<file path="src/biuc_regs.svh">
// constants for the external bus interface control block
// assumes inclusion by bare name from every design file that needs it
`ifndef BIUC_REGS_SVH
`define BIUC_REGS_SVH

// ----------------------------------------------------------------
// strap sampling window after reset release
// ----------------------------------------------------------------
`define BIUC_STRAP_RST 1'h1
`define BIUC_STRAP_AT 2'h1
`define BIUC_STRAP_END 2'h3

// ----------------------------------------------------------------
// upper enable idle level and transceiver direction levels (receive / transmit)
// ----------------------------------------------------------------
`define BIUC_UBE_IDLE 1'h1
`define BIUC_DIR_RX 1'h0
`define BIUC_DIR_TX 1'h1

// ----------------------------------------------------------------
// synchroniser input positions
// ----------------------------------------------------------------
`define BIUC_SY_STRAP 0
`define BIUC_SY_ASYNC_READY_IN 1
`define BIUC_SY_SYNC_READY_IN 2
`define BIUC_SY_HOLD 3
`define BIUC_SY_DMA 4
`define BIUC_SY_INT0 6
`define BIUC_SY_W 7

`endif

</file>
<file path="src/biuc_pkg.sv">
// types shared by the bus interface control block
// assumes nothing of its surroundings
package biuc_pkg;

  typedef enum logic [2:0] {
    BIUC_IDLE = 3'h0,
    BIUC_T1 = 3'h1,
    BIUC_T2 = 3'h2,
    BIUC_T3 = 3'h3,
    BIUC_T4 = 3'h4,
    BIUC_HOLD = 3'h5
  } biuc_state_t;

  typedef enum logic [2:0] {
    BIUC_MEM_RD = 3'h0,
    BIUC_MEM_WR = 3'h1,
    BIUC_IO_RD = 3'h2,
    BIUC_IO_WR = 3'h3,
    BIUC_INTA = 3'h4,
    BIUC_REFRESH = 3'h5
  } biuc_cyc_t;

  typedef enum logic [1:0] {
    BIUC_WORD = 2'h0,
    BIUC_HIGH = 2'h1,
    BIUC_LOW = 2'h2
  } biuc_bytes_t;

  typedef enum logic [1:0] {
    BIUC_CLK_FUND = 2'h0,
    BIUC_CLK_PSAVE = 2'h1,
    BIUC_CLK_OFF = 2'h2
  } biuc_clksel_t;

endpackage : biuc_pkg

</file>
<file path="src/biuc_ctrl.sv">
// external bus interface control: cycle sequencing, byte enables,
// transceiver control, hold arbitration, strap, dma and int0 inputs
// assumes a core that holds req_valid_i until cycle_done_o
//
// How it works
// - async ready is accepted asynchronously, synchronised
// - tied-low async ready defers to sync ready
// - upper enable plus bit0 encode transfer width
// - upper enable held from T1 through T3/waits
// - upper enable floats in hold, reset, test
// - refresh drives upper enable and bit0 high
// - strap high: drop bits suppress address phase
// - strap low: always address phase, normal status
// - strap latched shortly after reset, kept
// - clock outputs selectable, run in reset/hold
// - transceiver enable per cycle, off on turn
// - dma requests synchronised, never latched
// - direction high transmit, low receive, floats
// - hold: finish cycle, grant, float, selects high
// - hold withdrawn: grant drops, bus resumes
// - refresh need drops grant early
// - hold yields only to pending refresh
// - grant output floats in test mode
// - int0 synchronised, edge or level, maskable
// - separate high and low write strobes
`timescale 1ns/1ps
`include "biuc_regs.svh"
module biuc_ctrl #(
  parameter int PS_DIV = 8
) (
  input wire logic clock_i,
  input wire logic reset_n_i,
  input wire logic req_valid_i,
  input wire biuc_pkg::biuc_cyc_t req_type_i,
  input wire biuc_pkg::biuc_bytes_t req_bytes_i,
  input wire logic req_low_mem_i,
  input wire logic req_up_mem_i,
  input wire logic low_mem_drop_i,
  input wire logic up_mem_drop_i,
  input wire logic async_ready_in_i,
  input wire logic sync_ready_in_i,
  input wire logic hold_req_i,
  input wire logic once_mode_i,
  input wire logic addr_phase_strap_i,
  input wire biuc_pkg::biuc_clksel_t clk_sel_a_i,
  input wire biuc_pkg::biuc_clksel_t clk_sel_b_i,
  input wire logic [1:0] dma_request_in_i,
  input wire logic int0_req_i,
  input wire logic int0_mask_i,
  input wire logic int0_level_i,
  input wire logic int0_ack_i,
  output logic cycle_done_o,
  output logic upper_byte_enable_n_o,
  output logic upper_byte_enable_oe_o,
  output logic ad0_o,
  output logic addr_phase_en_o,
  output logic low_byte_write_strobe_n_o,
  output logic high_byte_write_strobe_n_o,
  output logic write_strobe_oe_o,
  output logic xcvr_direction_o,
  output logic xcvr_direction_oe_o,
  output logic transceiver_output_enable_n_o,
  output logic transceiver_output_enable_oe_o,
  output logic bus_grant_ack_o,
  output logic bus_grant_ack_oe_o,
  output logic chip_select_force_high_o,
  output logic bus_float_o,
  output logic addr_phase_mode_o,
  output logic status_pins_normal_o,
  output logic sys_clock_out_a_o,
  output logic sys_clock_out_a_oe_o,
  output logic sys_clock_out_b_o,
  output logic sys_clock_out_b_oe_o,
  output logic [1:0] dma_request_o,
  output logic int0_pending_o
);

  // ----------------------------------------------------------------
  // input synchronisers and clock outputs
  // ----------------------------------------------------------------
  logic [`BIUC_SY_W-1:0] sy;

  biuc_sync #(.W(`BIUC_SY_W)) u_sync (
    .clock_i(clock_i),
    .d_i({int0_req_i, dma_request_in_i, hold_req_i, sync_ready_in_i, async_ready_in_i, addr_phase_strap_i}),
    .q_o(sy)
  );

  biuc_clkout #(.PS_DIV(PS_DIV)) u_clk (
    .clock_i(clock_i),
    .reset_n_i(reset_n_i),
    .sel_a_i(clk_sel_a_i),
    .sel_b_i(clk_sel_b_i),
    .clk_a_o(sys_clock_out_a_o),
    .clk_a_oe_o(sys_clock_out_a_oe_o),
    .clk_b_o(sys_clock_out_b_o),
    .clk_b_oe_o(sys_clock_out_b_oe_o)
  );

  wire logic hold_s = sy[`BIUC_SY_HOLD];
  // either ready ends the wait, so a low-tied async pin defers to sync ready
  wire logic ready_s = sy[`BIUC_SY_ASYNC_READY_IN] | sy[`BIUC_SY_SYNC_READY_IN];

  // ----------------------------------------------------------------
  // address phase strap
  // ----------------------------------------------------------------
  logic [1:0] strap_cnt_q;
  logic strap_q;

  always_ff @(posedge clock_i) begin
    if (!reset_n_i) begin
      strap_cnt_q <= 2'h0;
    end else if (strap_cnt_q != `BIUC_STRAP_END) begin
      strap_cnt_q <= strap_cnt_q + 2'h1;
    end
  end

  // only a reset may change the latched mode
  always_ff @(posedge clock_i) begin
    if (!reset_n_i) begin
      strap_q <= `BIUC_STRAP_RST;
    end else if (strap_cnt_q == `BIUC_STRAP_AT) begin
      strap_q <= sy[`BIUC_SY_STRAP];
    end
  end

  always_ff @(posedge clock_i) begin
    if (!reset_n_i) begin
      addr_phase_mode_o <= `BIUC_STRAP_RST;
      status_pins_normal_o <= 1'h0;
    end else begin
      addr_phase_mode_o <= strap_q;
      status_pins_normal_o <= ~strap_q;
    end
  end

  // ----------------------------------------------------------------
  // cycle sequencer and hold arbitration
  // ----------------------------------------------------------------
  biuc_pkg::biuc_state_t state_q;
  biuc_pkg::biuc_state_t state_d;
  biuc_pkg::biuc_cyc_t cyc_q;
  biuc_pkg::biuc_bytes_t bytes_q;
  logic refresh_pend;
  logic grant_d;
  logic float_d;
  logic active_d;
  logic is_wr;
  logic dir_d;

  assign refresh_pend = req_valid_i && (req_type_i == biuc_pkg::BIUC_REFRESH);
  assign is_wr = (cyc_q == biuc_pkg::BIUC_MEM_WR) || (cyc_q == biuc_pkg::BIUC_IO_WR);

  always_comb begin
    state_d = state_q;
    case (state_q)
      biuc_pkg::BIUC_IDLE: begin
        // refresh outranks hold, hold outranks everything else
        if (hold_s && !refresh_pend) begin
          state_d = biuc_pkg::BIUC_HOLD;
        end else if (req_valid_i && !cycle_done_o) begin
          state_d = biuc_pkg::BIUC_T1;
        end
      end
      biuc_pkg::BIUC_T1: state_d = biuc_pkg::BIUC_T2;
      biuc_pkg::BIUC_T2: state_d = biuc_pkg::BIUC_T3;
      biuc_pkg::BIUC_T3: begin
        if (ready_s) begin
          state_d = biuc_pkg::BIUC_T4;
        end
      end
      biuc_pkg::BIUC_T4: state_d = biuc_pkg::BIUC_IDLE;
      biuc_pkg::BIUC_HOLD: begin
        if (!hold_s) begin
          state_d = biuc_pkg::BIUC_IDLE;
        end
      end
      default: state_d = biuc_pkg::BIUC_IDLE;
    endcase
  end

  // grant drops early when a refresh waits, bus stays released until hold goes
  assign grant_d = (state_d == biuc_pkg::BIUC_HOLD) && hold_s && !refresh_pend;
  assign float_d = (state_d == biuc_pkg::BIUC_HOLD) || once_mode_i;
  assign active_d = (state_d == biuc_pkg::BIUC_T1) || (state_d == biuc_pkg::BIUC_T2) ||
                    (state_d == biuc_pkg::BIUC_T3);

  always_ff @(posedge clock_i) begin
    if (!reset_n_i) begin
      state_q <= biuc_pkg::BIUC_IDLE;
    end else begin
      state_q <= state_d;
    end
  end

  always_ff @(posedge clock_i) begin
    if (!reset_n_i) begin
      cyc_q <= biuc_pkg::BIUC_MEM_RD;
      bytes_q <= biuc_pkg::BIUC_WORD;
    end else if (state_q == biuc_pkg::BIUC_IDLE && state_d == biuc_pkg::BIUC_T1) begin
      cyc_q <= req_type_i;
      bytes_q <= req_bytes_i;
    end
  end

  always_ff @(posedge clock_i) begin
    if (!reset_n_i) begin
      bus_grant_ack_o <= 1'h0;
      bus_grant_ack_oe_o <= 1'h0;
      chip_select_force_high_o <= 1'h0;
      bus_float_o <= 1'h1;
      cycle_done_o <= 1'h0;
    end else begin
      bus_grant_ack_o <= grant_d;
      bus_grant_ack_oe_o <= ~once_mode_i;
      chip_select_force_high_o <= state_d == biuc_pkg::BIUC_HOLD;
      bus_float_o <= float_d;
      cycle_done_o <= state_d == biuc_pkg::BIUC_T4;
    end
  end

  // ----------------------------------------------------------------
  // byte enables, address phase and write strobes
  // ----------------------------------------------------------------
  logic ube_n;
  logic ad0;
  logic drop;

  always_comb begin
    ube_n = `BIUC_UBE_IDLE;
    ad0 = 1'h0;
    if (req_type_i == biuc_pkg::BIUC_REFRESH) begin
      ube_n = 1'h1;
      ad0 = 1'h1;
    end else begin
      case (req_bytes_i)
        biuc_pkg::BIUC_WORD: begin
          ube_n = 1'h0;
          ad0 = 1'h0;
        end
        biuc_pkg::BIUC_HIGH: begin
          ube_n = 1'h0;
          ad0 = 1'h1;
        end
        biuc_pkg::BIUC_LOW: begin
          ube_n = 1'h1;
          ad0 = 1'h0;
        end
        default: begin
          ube_n = `BIUC_UBE_IDLE;
          ad0 = 1'h0;
        end
      endcase
    end
  end

  assign drop = strap_q && ((req_low_mem_i && low_mem_drop_i) || (req_up_mem_i && up_mem_drop_i));

  always_ff @(posedge clock_i) begin
    if (!reset_n_i) begin
      upper_byte_enable_n_o <= `BIUC_UBE_IDLE;
      ad0_o <= 1'h0;
      addr_phase_en_o <= 1'h0;
    end else if (state_q == biuc_pkg::BIUC_IDLE && state_d == biuc_pkg::BIUC_T1) begin
      upper_byte_enable_n_o <= ube_n;
      ad0_o <= ad0;
      addr_phase_en_o <= ~drop;
    end else begin
      addr_phase_en_o <= 1'h0;
      if (!active_d) begin
        upper_byte_enable_n_o <= `BIUC_UBE_IDLE;
      end
    end
  end

  always_ff @(posedge clock_i) begin
    if (!reset_n_i) begin
      upper_byte_enable_oe_o <= 1'h0;
      write_strobe_oe_o <= 1'h0;
      low_byte_write_strobe_n_o <= 1'h1;
      high_byte_write_strobe_n_o <= 1'h1;
    end else begin
      upper_byte_enable_oe_o <= ~float_d;
      write_strobe_oe_o <= ~float_d;
      low_byte_write_strobe_n_o <= ~((state_d == biuc_pkg::BIUC_T2 || state_d == biuc_pkg::BIUC_T3) &&
                                     is_wr && (bytes_q != biuc_pkg::BIUC_HIGH));
      high_byte_write_strobe_n_o <= ~((state_d == biuc_pkg::BIUC_T2 || state_d == biuc_pkg::BIUC_T3) &&
                                      is_wr && (bytes_q != biuc_pkg::BIUC_LOW));
    end
  end

  // ----------------------------------------------------------------
  // transceiver direction and enable
  // ----------------------------------------------------------------
  assign dir_d = (req_type_i == biuc_pkg::BIUC_MEM_WR) || (req_type_i == biuc_pkg::BIUC_IO_WR);

  always_ff @(posedge clock_i) begin
    if (!reset_n_i) begin
      xcvr_direction_o <= `BIUC_DIR_RX;
      xcvr_direction_oe_o <= 1'h0;
      transceiver_output_enable_n_o <= 1'h1;
      transceiver_output_enable_oe_o <= 1'h0;
    end else begin
      if (state_q == biuc_pkg::BIUC_IDLE && state_d == biuc_pkg::BIUC_T1) begin
        xcvr_direction_o <= dir_d;
      end
      xcvr_direction_oe_o <= ~float_d;
      transceiver_output_enable_oe_o <= ~float_d;
      // enable opens only after the direction has settled in T1
      transceiver_output_enable_n_o <= ~(state_d == biuc_pkg::BIUC_T2 || state_d == biuc_pkg::BIUC_T3);
    end
  end

  // ----------------------------------------------------------------
  // dma requests and int0
  // ----------------------------------------------------------------
  logic int0_prev_q;
  logic int0_edge_q;
  logic int0_s;

  assign int0_s = sy[`BIUC_SY_INT0];

  always_ff @(posedge clock_i) begin
    if (!reset_n_i) begin
      dma_request_o <= 2'h0;
    end else begin
      dma_request_o <= sy[`BIUC_SY_DMA +: 2];
    end
  end

  // a rise arriving with the acknowledge is kept: set beats clear
  always_ff @(posedge clock_i) begin
    if (!reset_n_i) begin
      int0_prev_q <= 1'h0;
      int0_edge_q <= 1'h0;
    end else begin
      int0_prev_q <= int0_s;
      if (int0_s && !int0_prev_q) begin
        int0_edge_q <= 1'h1;
      end else if (int0_ack_i) begin
        int0_edge_q <= 1'h0;
      end
    end
  end

  always_ff @(posedge clock_i) begin
    if (!reset_n_i) begin
      int0_pending_o <= 1'h0;
    end else begin
      int0_pending_o <= ~int0_mask_i & (int0_level_i ? int0_s : int0_edge_q);
    end
  end
endmodule : biuc_ctrl

</file>
<file path="src/biuc_sync.sv">
// three-stage pin synchroniser, one lane per bit
// assumes inputs come from outside the clock domain; no reset so it
// keeps sampling while the block is held in reset
`timescale 1ns/1ps
module biuc_sync #(
  parameter int W = 1
) (
  input wire logic clock_i,
  input wire logic [W-1:0] d_i,
  output logic [W-1:0] q_o
);

  genvar g;
  generate
    for (g = 0; g < W; g++) begin : g_lane
      logic s1_q;
      logic s2_q;
      logic s3_q;
      always_ff @(posedge clock_i) begin
        s1_q <= d_i[g];
        s2_q <= s1_q;
        s3_q <= s2_q;
      end
      // a change is only believed once two later stages agree
      always_ff @(posedge clock_i) begin
        if (s2_q == s3_q) begin
          q_o[g] <= s3_q;
        end
      end
    end
  endgenerate

endmodule : biuc_sync

</file>
<file path="src/biuc_clkout.sv">
// two system clock outputs: fundamental, power-save or floated
// assumes the fundamental output rate is half the core clock
`timescale 1ns/1ps
module biuc_clkout #(
  parameter int PS_DIV = 8
) (
  input wire logic clock_i,
  input wire logic reset_n_i,
  input wire biuc_pkg::biuc_clksel_t sel_a_i,
  input wire biuc_pkg::biuc_clksel_t sel_b_i,
  output logic clk_a_o,
  output logic clk_a_oe_o,
  output logic clk_b_o,
  output logic clk_b_oe_o
);

  logic fund_q;
  logic ps_q;
  logic [15:0] cnt_q;
  logic [1:0] clk_q;
  logic [1:0] oe_q;
  biuc_pkg::biuc_clksel_t sel[2];

  assign sel[0] = sel_a_i;
  assign sel[1] = sel_b_i;

  // the fundamental toggle ignores reset so the outputs keep running
  always_ff @(posedge clock_i) begin
    if (fund_q) begin
      fund_q <= 1'h0;
    end else begin
      fund_q <= 1'h1;
    end
  end

  always_ff @(posedge clock_i) begin
    if (!reset_n_i) begin
      cnt_q <= 16'h0000;
      ps_q <= 1'h0;
    end else if (cnt_q == 16'(PS_DIV - 1)) begin
      cnt_q <= 16'h0000;
      ps_q <= ~ps_q;
    end else begin
      cnt_q <= cnt_q + 16'h0001;
    end
  end

  // during reset both outputs fall back to the fundamental rate
  genvar g;
  generate
    for (g = 0; g < 2; g++) begin : g_out
      always_ff @(posedge clock_i) begin
        if (!reset_n_i) begin
          clk_q[g] <= fund_q;
          oe_q[g] <= 1'h1;
        end else begin
          clk_q[g] <= (sel[g] == biuc_pkg::BIUC_CLK_PSAVE) ? ps_q : fund_q;
          oe_q[g] <= (sel[g] == biuc_pkg::BIUC_CLK_FUND) || (sel[g] == biuc_pkg::BIUC_CLK_PSAVE);
        end
      end
    end
  endgenerate

  assign clk_a_o = clk_q[0];
  assign clk_a_oe_o = oe_q[0];
  assign clk_b_o = clk_q[1];
  assign clk_b_oe_o = oe_q[1];

endmodule : biuc_clkout

</file>
<file path="config.mk">
export PLATFORM = sky130hd
export DESIGN_NAME = biuc_ctrl
export DESIGN_NICKNAME = d
export VERILOG_FILES = /design/src/biuc_pkg.sv /design/src/biuc_ctrl.sv /design/src/biuc_sync.sv /design/src/biuc_clkout.sv
export VERILOG_INCLUDE_DIRS = /design/src
export SDC_FILE = /design/constraint.sdc
export NUM_CORES = 1
export LEC_CHECK = 0
export BUFFER_PORTS_ARGS = -buffer_cell sky130_fd_sc_hd__buf_2
export CAP_MARGIN = 20
export CORE_AREA = 2 2 75 77
export DETAILED_ROUTE_END_ITERATION = 8
export DIE_AREA = 0 0 77 79
export PLACE_DENSITY = 0.85
export SYNTH_ARGS = -nofsm -noshare
export SYNTH_HDL_FRONTEND = slang
export SYNTH_SLANG_ARGS = --single-unit
</file>
<file path="constraint.sdc">
create_clock -name clock_i -period 2.28 [get_ports clock_i]
set_input_delay 0.456 -clock clock_i [delete_from_list [all_inputs] [get_ports clock_i]]
set_output_delay 0.456 -clock clock_i [all_outputs]
set_load 0.005 [all_outputs]
</file>
# Word level (Yosys, flattened, before mapping)
# Cells that the tools add are included.
# classes
addsub,2
eq_ne,30
muxes,19
n_bitwise,12
n_reduce_logical,33
# ops
operator,count
3-bit by 2-bit == test with 1-bit output (second input constant),6
16-bit by 1-bit adder with 16-bit output (second input constant),1
16-bit by 3-bit == test with 1-bit output (second input constant),1
3-bit case mux with 5 select lines,1
1-bit two-way mux,14
1-bit logical AND,13
3-bit by 1-bit == test with 1-bit output (second input constant),4
3-bit == test (second input constant),4
3-bit two-way mux,4
1-bit NOT,10
1-bit logical OR,9
2-bit by 1-bit == test with 1-bit output (second input constant),4
1-bit == test,7
2-bit zero test,3
2-bit by 1-bit inequality test with 1-bit output (second input constant),2
2-bit inequality test (second input constant),2
2-bit OR reduction,2
1-bit zero test,3
3-bit zero test,1
2-bit by 1-bit adder with 2-bit output (second input constant),1
2-bit AND reduction,1
2-bit nonzero test,1
1-bit AND,1
1-bit bitwise OR,1
# word_totals
register_bits,81
input_bits,27

# Depth between registers and ports, before layout
# Gate-level depths: netlist of run 1.
# logic_depth
ltp_word,11
mapped_depth,6
mapped_depth_nobuf,5

# Hierarchy
# From an unflattened synthesis of run 1, not the netlist that was laid out.
# hier_totals
hier_cells,239
area_unflattened_um2,2713.9
# modules_own_cells
mod,n_inst,cells_each,area_per_inst_um2
biuc_ctrl,1,109,1122.3
biuc_clkout,1,95,899.6
biuc_sync,1,35,691.9

# Worst setup path before layout of run 1
# Ideal clock, no wire load.
# synth_path
kind,input-to-reg
from,input req_valid_i
to,register upper_byte_enable_n_o
setup_time_ns,0.138
t_arrival_ns,1.574
required_time_ns,2.142
setup_slack_ns,0.569
path_stages,5
cell_sequence,or3b_4 > a2111oi_4 > buf_6 > nor3b_2 > o211ai_1
# synth_between
elab_chain_len,9
# synth_lines
item,line,source
from (decl),biuc_ctrl.sv:33,"input wire logic req_valid_i,"
1-bit logical AND,biuc_ctrl.sv:151,assign refresh_pend = req_valid_i && (req_type_i == biuc_pkg::BIUC_REFRESH);
1-bit zero test,biuc_ctrl.sv:159,if (hold_s && !refresh_pend) begin
1-bit logical AND,biuc_ctrl.sv:159,
3-bit two-way mux *,biuc_ctrl.sv:159,
3-bit case mux with 5 select lines *,biuc_ctrl.sv:156,case (state_q)
3-bit by 1-bit == test with 1-bit output / 3-bit by 2-bit == test with 1-bit output (equally long branches),"biuc_ctrl.sv:185, biuc_ctrl.sv:264",
1-bit logical OR (2 in a row),biuc_ctrl.sv:185,assign active_d = (state_d == biuc_pkg::BIUC_T1) || (state_d == biuc_pkg::BIUC_T2) ||
2-bit by 1-bit inequality test with 1-bit output (no source line),--,
to (signal assigned),biuc_ctrl.sv:261,upper_byte_enable_n_o <= `BIUC_UBE_IDLE;
to (signal assigned),biuc_ctrl.sv:265,upper_byte_enable_n_o <= ube_n;
to (signal assigned),biuc_ctrl.sv:271,upper_byte_enable_n_o <= `BIUC_UBE_IDLE;
to (decl),biuc_ctrl.sv:53,"output logic upper_byte_enable_n_o,"
# Mark *: on every way between the ends. The rest lies on a longest branch, timed or not.
# A chain may end at the register's enable or synchronous reset.

# Final worst setup path of run 1
# layout_path
from,register state_q[2]
to,register upper_byte_enable_n_o
# layout_between
elab_chain_len,7
# layout_lines
item,line,source
from (decl),biuc_ctrl.sv:140,biuc_pkg::biuc_state_t state_q;
from (signal assigned),biuc_ctrl.sv:190,state_q <= biuc_pkg::BIUC_IDLE;
from (signal assigned),biuc_ctrl.sv:192,state_q <= state_d;
3-bit two-way mux,biuc_ctrl.sv:161,end else if (req_valid_i && !cycle_done_o) begin
3-bit two-way mux,biuc_ctrl.sv:159,
3-bit case mux with 5 select lines,biuc_ctrl.sv:156,
3-bit by 1-bit == test with 1-bit output / 3-bit by 2-bit == test with 1-bit output (equally long branches),"biuc_ctrl.sv:185, biuc_ctrl.sv:264",
1-bit logical OR (2 in a row),biuc_ctrl.sv:185,
2-bit by 1-bit inequality test with 1-bit output (no source line),--,
# Parallel ways exist; a longest one is shown, timed or not.

==> summary.txt, run 1 <==
Run status
  – Status: complete, no violations

CTS
  – Worst-Skew Late Latency: 0.34 ns
  – Post-CTS Resized: 0
  – CTS clk-pin slew, worst paths: 0.08 ns
  – Num Clock Sinks: 80
  – Clk Tree Root Cell: clkbuf_8
  – Max clock buf depth: 2
  – TritonCTS Buffers: 9
  – H-tree lvl count: 3
  – Hold-fix buffers, CTS: 0
  – Setup bufs post-CTS: 0
  – TritonCTS clock tree: done

Layout
  – Fill cells: 489
  – Most common cell after layout, fill and taps aside: dfxtp_1
  – Final core occ: 60.5%
  – Commonest non-fill, non-tap cells in the layout: dfxtp_1, buf_2, nor2_1
  – Antenna cells: 0
  – Synth-to-layout area growth: 15.9%
  – Layout cell share with drive strength beyond 1: 23.6%
  – Multi-input logic area: 1010 um^2
  – FF+latch area: 1670 um^2
  – Final Net Count: 335
  – Post-route cell area: 3230 um^2

Detailed routing
  – Final WL: 4.52 mm
  – Average wire per standard cell: 11.9 um
  – Drt pass-1 iters: 4
  – Number of vias in the routed layout: 1887
  – Antenna-violating nets left: 0
  – Initial DRC Count: 76
  – # DRC: 0
  – Vias/cell: 4.95

Die
  – Die Wd: 77 um
  – Height of the die: 79 um
  – Core area: 5340 um^2
  – Top Ports: 52
  – Num rows: 27
  – Die Area: 6080 um^2
  – Initial Util: 52.2%

Worst setup path
  – Setup crit start kind: flip-flop
  – CP arrival: 2.03 ns
  – Setup crit end kind: flip-flop
  – R2R Setup Slk: 0.46 ns
  – Worst Path Required: 2.49 ns
  – Crit Path Max Fanout: 10
  – Setup CP Type: flip-flop to flip-flop
  – Critical path cell sequence: or3b_4, a2111oi_4, buf_4, nor3b_2, o211ai_1
  – Reg2Reg Depth: 5
  – CP peak stage delay: 0.45 ns
  – Slowest cell on the critical path: or3b_4
  – R2R Path End: upper_byte_enable_n_o
  – Reg2reg start: state_q[2]

Timing
  – Max-slew headroom: 64.5%
  – Worst Tran Pin Value: 0.532 ns
  – Fmax: 550 MHz
  – Pins Over Slew Limit: 0
  – Final hold viol count: 0
  – Setup_tns: 0 ns
  – RSZ-0062 raised after global routing: no
  – Fin crit share: 79.7%
  – Min cycle time layout: 1.82 ns
  – Final Setup Violations: 0
  – Skew final: 0.00675 ns

Global route
  – GR Overflow Total: 0
  – Initial antenna violation count: 0
  – Tot GR Track Use: 16.1%
  – Vias in the first global route: 1727
  – First-pass GRT wire length: 7.39 mm
  – Largest net degree at the start of global routing: 17

Min path
  – WHS Endpoint: u_sync.g_lane[6].s1_q
  – Hold Path Origin: int0_req_i
  – Hold path depth: 1
  – Worst min path class: input pin to flip-flop

Synth
  – Mapped Area: 2790 um^2
  – Synth Register Bits: 80
  – Synth top area share: 52.5%
  – Top cells by area, synth: dfxtp_1, edfxtp_1, nor2_1
  – Synth area leader: dfxtp_1
  – YS warnings: 0
  – Register area share after synthesis: 60.0%
  – Synth Net Count: 283
  – Top FF cell, synth: dfxtp_1
  – FFs w/ async S/R, synth: 0%
  – Post-synth cell types: 45
  – Number of synthesized flops with an enable pin: 7
  – Mapped Cells: 253
  – Mean Syn Cell Area: 11.0 um^2

Pwr
  – Peak supply drop: 0.533 mV
  – Part of the power in registers: 58.8%
  – Total leakage power: 1.30 nW
  – Total power: 2.69 mW
  – NetSw: 0.651 mW
  – Pint: 2.03 mW
  – Logic pwr share: 9.8%
  – Clock Power Share: 31.4%
  – PD cells: 831 nW/um^2
  – Switching Share: 24.3%

Place
  – Gp weighted congestion: 0.845
  – IO Port Bufs: 51
  – Instance area at placement: 3070 um^2
  – DP HPWL: 3.26 mm

Job
  – Max-Cap Viols: 0
## flip-flops by register name, indices dropped and copies added, names as in the netlist, 2 cells and up
signal	flops
u_clk.cnt_q	16
u_sync.g_lane.s1_q	7
u_sync.g_lane.s2_q	7
u_sync.g_lane.s3_q	7
u_sync.q_o	7
state_q	3
bytes_q	2
cyc_q	2
dma_request_o	2
strap_cnt_q	2
## critical path, delay by kind of cell (launching register included)
| kind | cells | cell delay (ns) |
|---|---|---|
| simple gates | 2 | 0.63 |
| compound gates | 2 | 0.41 |
| flops | 1 | 0.41 |
| buf+inv | 1 | 0.23 |
## per-layer routing
metal	wire (um)	track usage (%)
met3	201	4.43
met5	0	0
met2	2140	26.7
met4	127	11.8
met1	2050	17.8
## kinds of logic (layout without fill, tap and decap cells)
kind of cell	count (synthesis)	in the layout	synth area share, %
xor+xnor	20	20	6.29
mux	8	8	2.96
simple gates	94	94	18.1
fa+ha+maj	3	3	1.35
compound gates	28	28	7.64
buf+inv	20	76	3.64
flops	80	80	60.0
## area by class of cell
type                       count  share of cell area (%)
tap                           72                    2.79
multi-input combinational    153                    31.3
clock buffer                  12                    4.18
sequential                    80                    51.8
timing repair buffer          53                    8.37
clock inverter                 3                   0.620
inverter                       8                   0.930
## per-stage QoR
stage	worst slack (ns)	instances	hold WS (ns)
after floorplan	0.569	253	0.310
after global placement	0.407	366	0.312
after detailed placement	0.334	366	0.312
after CTS	0.466	381	0.192
after global routing	0.347	381	0.191
final	0.463	381	0.213
## Yosys cell counts (2+ instances only)
cell	number
buf_4	3
dfxtp_1	73
or4_1	2
o21ai_0	3
nand4_1	4
o21a_1	2
o31ai_1	2
a21oi_1	9
nor4_1	2
nand2b_1	6
nand3b_1	2
xnor2_1	11
o22ai_1	2
buf_6	2
xor2_1	9
nand3_1	4
nor3b_1	2
and3_1	3
ha_1	3
inv_1	7
a21boi_0	3
clkbuf_1	7
nor3_1	6
and2_1	6
nor2_1	30
nand4b_1	3
edfxtp_1	7
nand2_1	15
mux2_2	2
mux2i_1	6
and4_1	3
## power groups by stage
stage	sequential (mW)	clock [mW]	combinational, mW
global route	1.59	0.930	0.297
detailed placement	1.61	0	0.267
finish	1.58	0.844	0.264
global placement	1.61	0	0.259
CTS	1.58	0.874	0.267
floorplan	1.58	0	0.214
## how the worst max path moves through the flow
stage | startpoint | endpoint | cells after the start
after floorplan | req_valid_i | upper_byte_enable_n_o | 5
after global placement | req_valid_i | upper_byte_enable_n_o | 6
after detailed placement | req_type_i[1] | upper_byte_enable_n_o | 6
after CTS | state_q[2] | upper_byte_enable_n_o | 5
after global routing | u_clk.cnt_q[0] | u_clk.cnt_q[9] | 5
final | state_q[2] | upper_byte_enable_n_o | 5
No activity file was read; power rests on OpenSTA's default activity.
==> run 2, diff against run 1 <==
==> constraint.sdc (replaced) <==
create_clock -name clock_i -period 1.7 [get_ports clock_i]
set_input_delay 0.34 -clock clock_i [delete_from_list [all_inputs] [get_ports clock_i]]
set_output_delay 0.34 -clock clock_i [all_outputs]
set_load 0.005 [all_outputs]
==> run 2 against run 1 <==
Setup slack got worse by 0.33 ns. Final area rose by 2.9%. Global-route usage rose by 1.4 points. Wire length rose by 8.0%.
==> summary.txt, run 2 (synthesis results as in run 1) <==
Pwr
  – Switching Share: 24.9% (+0.61 points)
  – PD cells: 1120 nW/um^2 (+35%)
  – Total leakage power: 1.36 nW (+4.9%)
  – Clock Power Share: 33.1% (+1.7 points)
  – Peak supply drop: 0.727 mV (+36%)
  – Logic pwr share: 10.3% (+0.5 points)
  – Part of the power in registers: 56.6% (-2.2 points)
  – Pint: 2.80 mW (+38%)
  – NetSw: 0.926 mW (+42%)

Detailed routing
  – Number of vias in the routed layout: 1954 (+3.6%)
  – Average wire per standard cell: 12.5 um (+5.0%)
  – Final WL: 4.88 mm (+8.0%)
  – Initial DRC Count: 53 (-30%)
  – Drt pass-1 iters: 6 (+2)
  – # DRC: 0 (unchanged)
  – Antenna-violating nets left: 0 (unchanged)
  – Vias/cell: 4.98 (+0.64%)

Layout
  – Multi-input logic area: 1010 um^2 (unchanged)
  – Commonest non-fill, non-tap cells in the layout: dfxtp_1, buf_2, nor2_1
  – Flip-flop count of the largest register after layout: 16 (unchanged)
  – Antenna cells: 0 (unchanged)
  – Layout cell share with drive strength beyond 1: 26.6% (+2.9 points)
  – FF+latch area: 1670 um^2 (unchanged)
  – Post-route cell area: 3320 um^2 (+2.9%)
  – Most common cell after layout, fill and taps aside: dfxtp_1
  – Synth-to-layout area growth: 19.3%
  – Final Net Count: 345 (+3.0%)
  – Largest Register: u_clk.cnt_q
  – Fill cells: 458 (-6.3%)
  – Final core occ: 62.2% (+1.7 points)

Global route
  – First-pass GRT wire length: 8.07 mm (+9.3%)
  – Vias in the first global route: 1859 (+7.6%)
  – Tot GR Track Use: 17.5% (+1.4 points)
  – Largest net degree at the start of global routing: 17 (unchanged)
  – GR Overflow Total: 0 (unchanged)
  – Initial antenna violation count: 0 (unchanged)

Place
  – Dpl ws: -0.0761 ns (-0.410 ns)
  – Instance area at placement: 3150 um^2 (+2.4%)
  – IO Port Bufs: 51 (unchanged)
  – DP HPWL: 3.55 mm (+8.7%)
  – Gp weighted congestion: 0.859 (+1.7%)

Die
  – Initial Util: 52.2% (unchanged)
  – Die Wd: 77 um (unchanged)
  – Top Ports: 52 (unchanged)
  – Die Area: 6080 um^2 (unchanged)
  – Num rows: 27 (unchanged)
  – Core area: 5340 um^2 (unchanged)
  – Height of the die: 79 um (unchanged)

Timing
  – Fin crit share: 92.1% (+12 points)
  – Min cycle time layout: 1.57 ns (-0.251 ns)
  – Worst Tran Pin Value: 0.533 ns (+0.00140 ns)
  – Final Setup Violations: 0 (unchanged)
  – Skew final: 0.00417 ns (-0.00258 ns)
  – Final hold viol count: 0 (unchanged)
  – Fmax: 638 MHz (+16%)
  – Final worst slack: 0.134 ns (-0.329 ns)
  – RSZ-0062 raised after global routing: no
  – Max-slew headroom: 64.4% (-0.093 points)
  – Pins Over Slew Limit: 0 (unchanged)

Worst setup path
  – Setup crit end kind: flip-flop
  – CP arrival: 1.86 ns (-0.17 ns)
  – Setup crit start kind: flip-flop
  – Setup CP Type: flip-flop to flip-flop
  – Critical path cell sequence: nand2_1, or2_1, or4_1, a21oi_1
  – Worst Path Required: 1.99 ns (-0.50 ns)
  – CP peak stage delay: 0.51 ns (+0.06 ns)
  – Crit Path Max Fanout: 6 (-4)
  – Slowest cell on the critical path: or4_1

CTS
  – Worst-Skew Late Latency: 0.35 ns (about the same)
  – Max clock buf depth: 2 (unchanged)
  – TritonCTS clock tree: done
  – Clk Tree Root Cell: clkbuf_8
  – Num Clock Sinks: 80 (unchanged)
  – H-tree lvl count: 3 (unchanged)
  – Setup bufs post-CTS: 0 (unchanged)
  – TritonCTS Buffers: 9 (unchanged)
  – CTS clk-pin slew, worst paths: 0.08 ns (about the same)

Job
  – Max-Cap Viols: 0 (unchanged)

Run status
  – Status: complete, no violations

Min path
  – Worst min path class: input pin to flip-flop
[run 2: cell types whose count changed in the layout (fill, tap and decap cells not counted), sizes merged]
cell / previous run / this run
clkinvlp: 2 / 1
inv: 7 / 9
buf: 53 / 63
[run 2: metal layers]
| layer | part of all wire (%) | track usage, % |
|---|---|---|
| met4 | 1.8 | 8.75 |
| met1 | 43 | 19.3 |
| met3 | 5.9 | 6.59 |
| met5 | 0 | 0 |
| met2 | 50 | 29.6 |
[run 2: timing repair]
action,in CTS,in global routing
hold buffers,0,0
resized for setup,0,1
setup endpoints to repair,0,5
[run 2: critical path: cells and delay by family (launching register included)]
family,cells,cell delay (ns)
AO/OA/AOI/OAI,1,0.14
AND/OR/NAND/NOR,3,0.95
flip-flops,1,0.41
[run 2: stage by stage]
stage                     hold WS (ns)  total power [mW]  instances  TNS, ns
after floorplan                  0.310              2.41        253        0
after global placement           0.311              2.52        376  -0.0709
after detailed placement         0.315              2.54        376   -0.258
after CTS                       0.0747              3.76        392        0
after global routing            0.0615              3.93        392        0
final                           0.0848              3.72        392        0
[run 2: worst paths after layout]
path	slack (ns)	startpoint	cells after the start	end
setup / recovery	0.13	u_clk.cnt_q[3]	4	u_clk.cnt_q[15]
hold reg to reg	0.33	u_sync.g_lane[5].s1_q	0	u_sync.g_lane[5].s2_q
setup reg to reg	0.13	u_clk.cnt_q[3]	4	u_clk.cnt_q[15]
hold / removal	0.08	int0_req_i	1	u_sync.g_lane[6].s1_q
[run 2: cell type report]
cell class                      instances  share of cell area [%]
Multi-Input combinational cell        153                    30.5
Inverter                                8                   0.904
Tap cell                               72                    2.71
Clock buffer                           12                    4.37
Sequential cell                        80                    50.3
Timing Repair Buffer                   63                    10.4
Clock inverter                          4                   0.829
[run 2: power by group through the flow]
stage / Combinational, mW / Clock (mW) / Sequential, mW
CTS: 0.389 / 1.26 / 2.11
global placement: 0.373 / 0 / 2.14
detailed placement: 0.387 / 0 / 2.15
floorplan: 0.287 / 0 / 2.12
global route: 0.432 / 1.37 / 2.13
finish: 0.384 / 1.23 / 2.11
==> run 3, diff against run 2 <==
--- a/config.mk
+++ b/config.mk
@@ -6,12 +6,13 @@
 export SDC_FILE = /design/constraint.sdc
 export NUM_CORES = 1
 export LEC_CHECK = 0
+export ABC_AREA = 1
 export BUFFER_PORTS_ARGS = -buffer_cell sky130_fd_sc_hd__buf_2
 export CAP_MARGIN = 20
-export CORE_AREA = 2 2 75 77
+export CORE_AREA = 2 2 76 78
 export DETAILED_ROUTE_END_ITERATION = 8
-export DIE_AREA = 0 0 77 79
-export PLACE_DENSITY = 0.85
+export DIE_AREA = 0 0 78 80
+export PLACE_DENSITY = 0.84
 export SYNTH_ARGS = -nofsm -noshare
 export SYNTH_HDL_FRONTEND = slang
 export SYNTH_SLANG_ARGS = --single-unit
==> constraint.sdc (replaced) <==
create_clock -name clock_i -period 1.7 [get_ports clock_i]
set_input_delay 0.34 -clock clock_i [delete_from_list [all_inputs] [get_ports clock_i]]
set_output_delay 0.34 -clock clock_i [all_outputs]
set_load 0.01 [all_outputs]
==> run 3 against run 2 <==
Wire length up 0.92%. Fmax rose by 1.8%. Combinational power increased by 40%. Critical endpoint is now u_clk.cnt_q[9]. First-iteration DRC count up 42%. Cell count grew 14%. Synthesized cell count rose by 24%.
==> summary.txt, run 3 <==
Die
  – Die Area: 6240 um^2 (+2.6%)
  – Initial Util: 52.3% (+0.088 points)
  – Top Ports: 52 (unchanged)
  – Core area: 5410 um^2 (+1.3%)
  – Height of the die: 80 um (+1.3%)
  – Die Wd: 78 um (+1.3%)
  – Num rows: 27 (unchanged)

Pwr
  – Part of the power in registers: 51.5% (-5.1 points)
  – Pint: 3.09 mW (+11%)
  – Clock Power Share: 35.6% (+2.5 points)
  – Logic pwr share: 12.9% (+2.6 points)
  – Total leakage power: 1.44 nW (+6.1%)
  – Peak supply drop: 0.745 mV (+2.5%)
  – PD cells: 1240 nW/um^2 (+10%)
  – NetSw: 1.06 mW (+14%)
  – Switching Share: 25.5% (+0.66 points)
  – Total power: 4.15 mW (+11%)

Layout
  – Synth-to-layout area growth: 19.0%
  – Flip-flop count of the largest register after layout: 16 (unchanged)
  – Layout cell share with drive strength beyond 1: 21.5% (-5.0 points)
  – Commonest non-fill, non-tap cells in the layout: dfxtp_1, nand2_1, buf_2
  – Most common cell after layout, fill and taps aside: dfxtp_1
  – Antenna cells: 0 (unchanged)
  – Final Net Count: 401 (+16%)
  – Largest Register: u_clk.cnt_q

Worst setup path
  – Setup CP Type: flip-flop to flip-flop
  – Reg2Reg Depth: 8 (+4)
  – Setup crit end kind: flip-flop
  – CP top delay family: simple AND/OR/NAND/NOR gates
  – Critical path cell sequence: ha_1, nand2_2, inv_1, nand3_1, nor2_1, nand3_1, nand2_2, nor2_1
  – Crit path buffers/inverters: 1 (+1)
  – Crit Path Max Fanout: 16 (+10)
  – R2R Path End: u_clk.cnt_q[9]
  – CP peak stage delay: 0.39 ns (-0.12 ns)
  – WP depth: 8 (+4)
  – Slowest cell on the critical path: dfxtp_1
  – CP arrival: 1.76 ns (-0.10 ns)
  – R2R Setup Slk: 0.16 ns (+0.03 ns)
  – Reg2reg start: u_clk.cnt_q[0]
  – Worst Path Required: 1.92 ns (-0.07 ns)
  – CP startpoint: u_clk.cnt_q[0]
  – Setup crit start kind: flip-flop

Synth
  – Mapped Area: 2830 um^2 (+1.4%)
  – Number of synthesized flops with an enable pin: 7 (unchanged)
  – Top-count cell post-synth: dfxtp_1
  – Synth Register Bits: 80 (unchanged)
  – Post-synth top cells: dfxtp_1, nand2_1, nor2_1, inv_1, a21oi_1
  – Top FF cell, synth: dfxtp_1
  – Top cells by area, synth: dfxtp_1, edfxtp_1, nand2_1
  – Synth Net Count: 343 (+21%)
  – Post-synth cell types: 28 (-38%)
  – Synth top area share: 51.7% (-0.74 points)
  – YS warnings: 0 (unchanged)
  – Register area share after synthesis: 59.2% (-0.85 points)
  – Mean Syn Cell Area: 9.03 um^2 (-18%)
  – FFs w/ async S/R, synth: 0% (unchanged)
  – Synth area leader: dfxtp_1
  – Mapped Cells: 313 (+24%)

Detailed routing
  – Antenna-violating nets left: 0 (unchanged)
  – Vias/cell: 4.72 (-5.2%)
  – Average wire per standard cell: 11.0 um (-12%)
  – Initial DRC Count: 75 (+42%)
  – Number of vias in the routed layout: 2116 (+8.3%)
  – Final WL: 4.93 mm (+0.92%)
  – # DRC: 0 (unchanged)
  – Drt pass-1 iters: 4 (-2)

Timing
  – Fmax: 650 MHz (+1.8%)
  – Fin crit share: 90.5% (-1.6 points)
  – Min cycle time layout: 1.54 ns (-0.0273 ns)
  – RSZ-0062 raised after global routing: no
  – Worst Tran Pin Value: 0.374 ns (-0.159 ns)
  – Setup_tns: 0 ns (unchanged)
  – Skew final: 0.00978 ns (+0.00562 ns)
  – Final hold viol count: 0 (unchanged)
  – Pins Over Slew Limit: 0 (unchanged)
  – Max-slew headroom: 74.8% (+10 points)
  – Final Setup Violations: 0 (unchanged)

Min path
  – WHS Endpoint: u_sync.g_lane[0].s1_q
  – Hold path depth: 1 (unchanged)
  – Worst min path class: input pin to flip-flop
  – Hold Path Origin: addr_phase_strap_i

Job
  – Max-Cap Viols: 0 (unchanged)

Global route
  – Met1 Use GR: 17.4% (-1.9 points)
  – First-pass GRT wire length: 8.05 mm (-0.35%)
  – Vias in the first global route: 1976 (+6.3%)
  – Largest net degree at the start of global routing: 17 (unchanged)
  – GR Util met2: 29.5% (-0.17 points)
  – Tot GR Track Use: 16.7% (-0.74 points)
  – Met3 global-route usage: 6.67% (+0.083 points)
  – Initial antenna violation count: 0 (unchanged)
  – GR Overflow Total: 0 (unchanged)
  – Most Crowded Layer GR: met2

CTS
  – Setup bufs post-CTS: 0 (unchanged)
  – Clk Tree Root Cell: clkbuf_8
  – TritonCTS Buffers: 9 (unchanged)
  – Max clock buf depth: 2 (unchanged)
  – TritonCTS clock tree: done
  – Hold-fix buffers, CTS: 0 (unchanged)
  – CTS clk-pin slew, worst paths: 0.08 ns (about the same)
  – Post-CTS Resized: 0 (unchanged)
  – Worst-Skew Late Latency: 0.34 ns (about the same)
  – H-tree lvl count: 3 (unchanged)
  – Num Clock Sinks: 80 (unchanged)

Place
  – DP HPWL: 3.61 mm (+1.7%)
  – Gp weighted congestion: 0.893 (+4.0%)
  – IO Port Bufs: 51 (unchanged)

Run status
  – Status: complete, no violations
==> run 3: kinds of logic after synthesis <==
group	after synthesis	share of synthesized area (%)
AND/OR/NAND/NOR	149	24.5
flip-flops	80	59.2
buffers and inverters	42	6.11
AO/OA/AOI/OAI	25	4.56
XOR/XNOR	14	4.34
adder cells (fa/ha/maj)	3	1.33
==> run 3: final cells by class <==
cell class,instances,area (um^2)
Clock buffer,11,131
Inverter,36,135
Clock inverter,5,81.3
Tap cell,72,90.1
Sequential cell,80,1670
Timing Repair Buffer,53,270
Fill cell,449,2040
Multi-Input combinational cell,191,981
==> run 3: how the worst max path moves through the flow <==
stage and end:
4_1_cts u_clk.cnt_q[9], 3_5_place_dp u_clk.cnt_q[12], 6_report u_clk.cnt_q[9], 3_3_place_gp u_clk.cnt_q[12]
5_1_grt u_clk.cnt_q[12], 2_1_floorplan u_clk.cnt_q[9]
==> run 3: layer usage <==
| metal | vias to the layer above | part of all wire (%) |
|---|---|---|
| met5 | - | 0 |
| met4 | 0 | 1.3 |
| met3 | 6 | 5.3 |
| met2 | 49 | 50 |
| met1 | 962 | 44 |
| li1 | 1099 | - |
==> run 3: power by group through the flow <==
stage	Combinational, mW	Clock [mW]	Sequential [mW]
2_1_floorplan	0.361	0	2.19
6_report	0.537	1.48	2.14
3_3_place_gp	0.513	0	2.17
3_5_place_dp	0.533	0	2.18
5_1_grt	0.605	1.59	2.15
4_1_cts	0.541	1.51	2.14
==> run 3: metrics by stage <==
step / cells / hold slack, ns / setup WS, ns / area, um^2 / util (%)
6_report: 448 / 0.0908 / 0.161 / 3360 / 62.2
5_1_grt: 448 / 0.0614 / 0.0238 / 3360 / 62.2
4_1_cts: 448 / 0.0723 / 0.156 / 3360 / 62.2
3_5_place_dp: 432 / 0.313 / 0.179 / 3150 / 58.2
3_3_place_gp: 432 / 0.311 / 0.232 / 3150 / 58.2
2_1_floorplan: 313 / 0.310 / 0.325 / 2830 / -
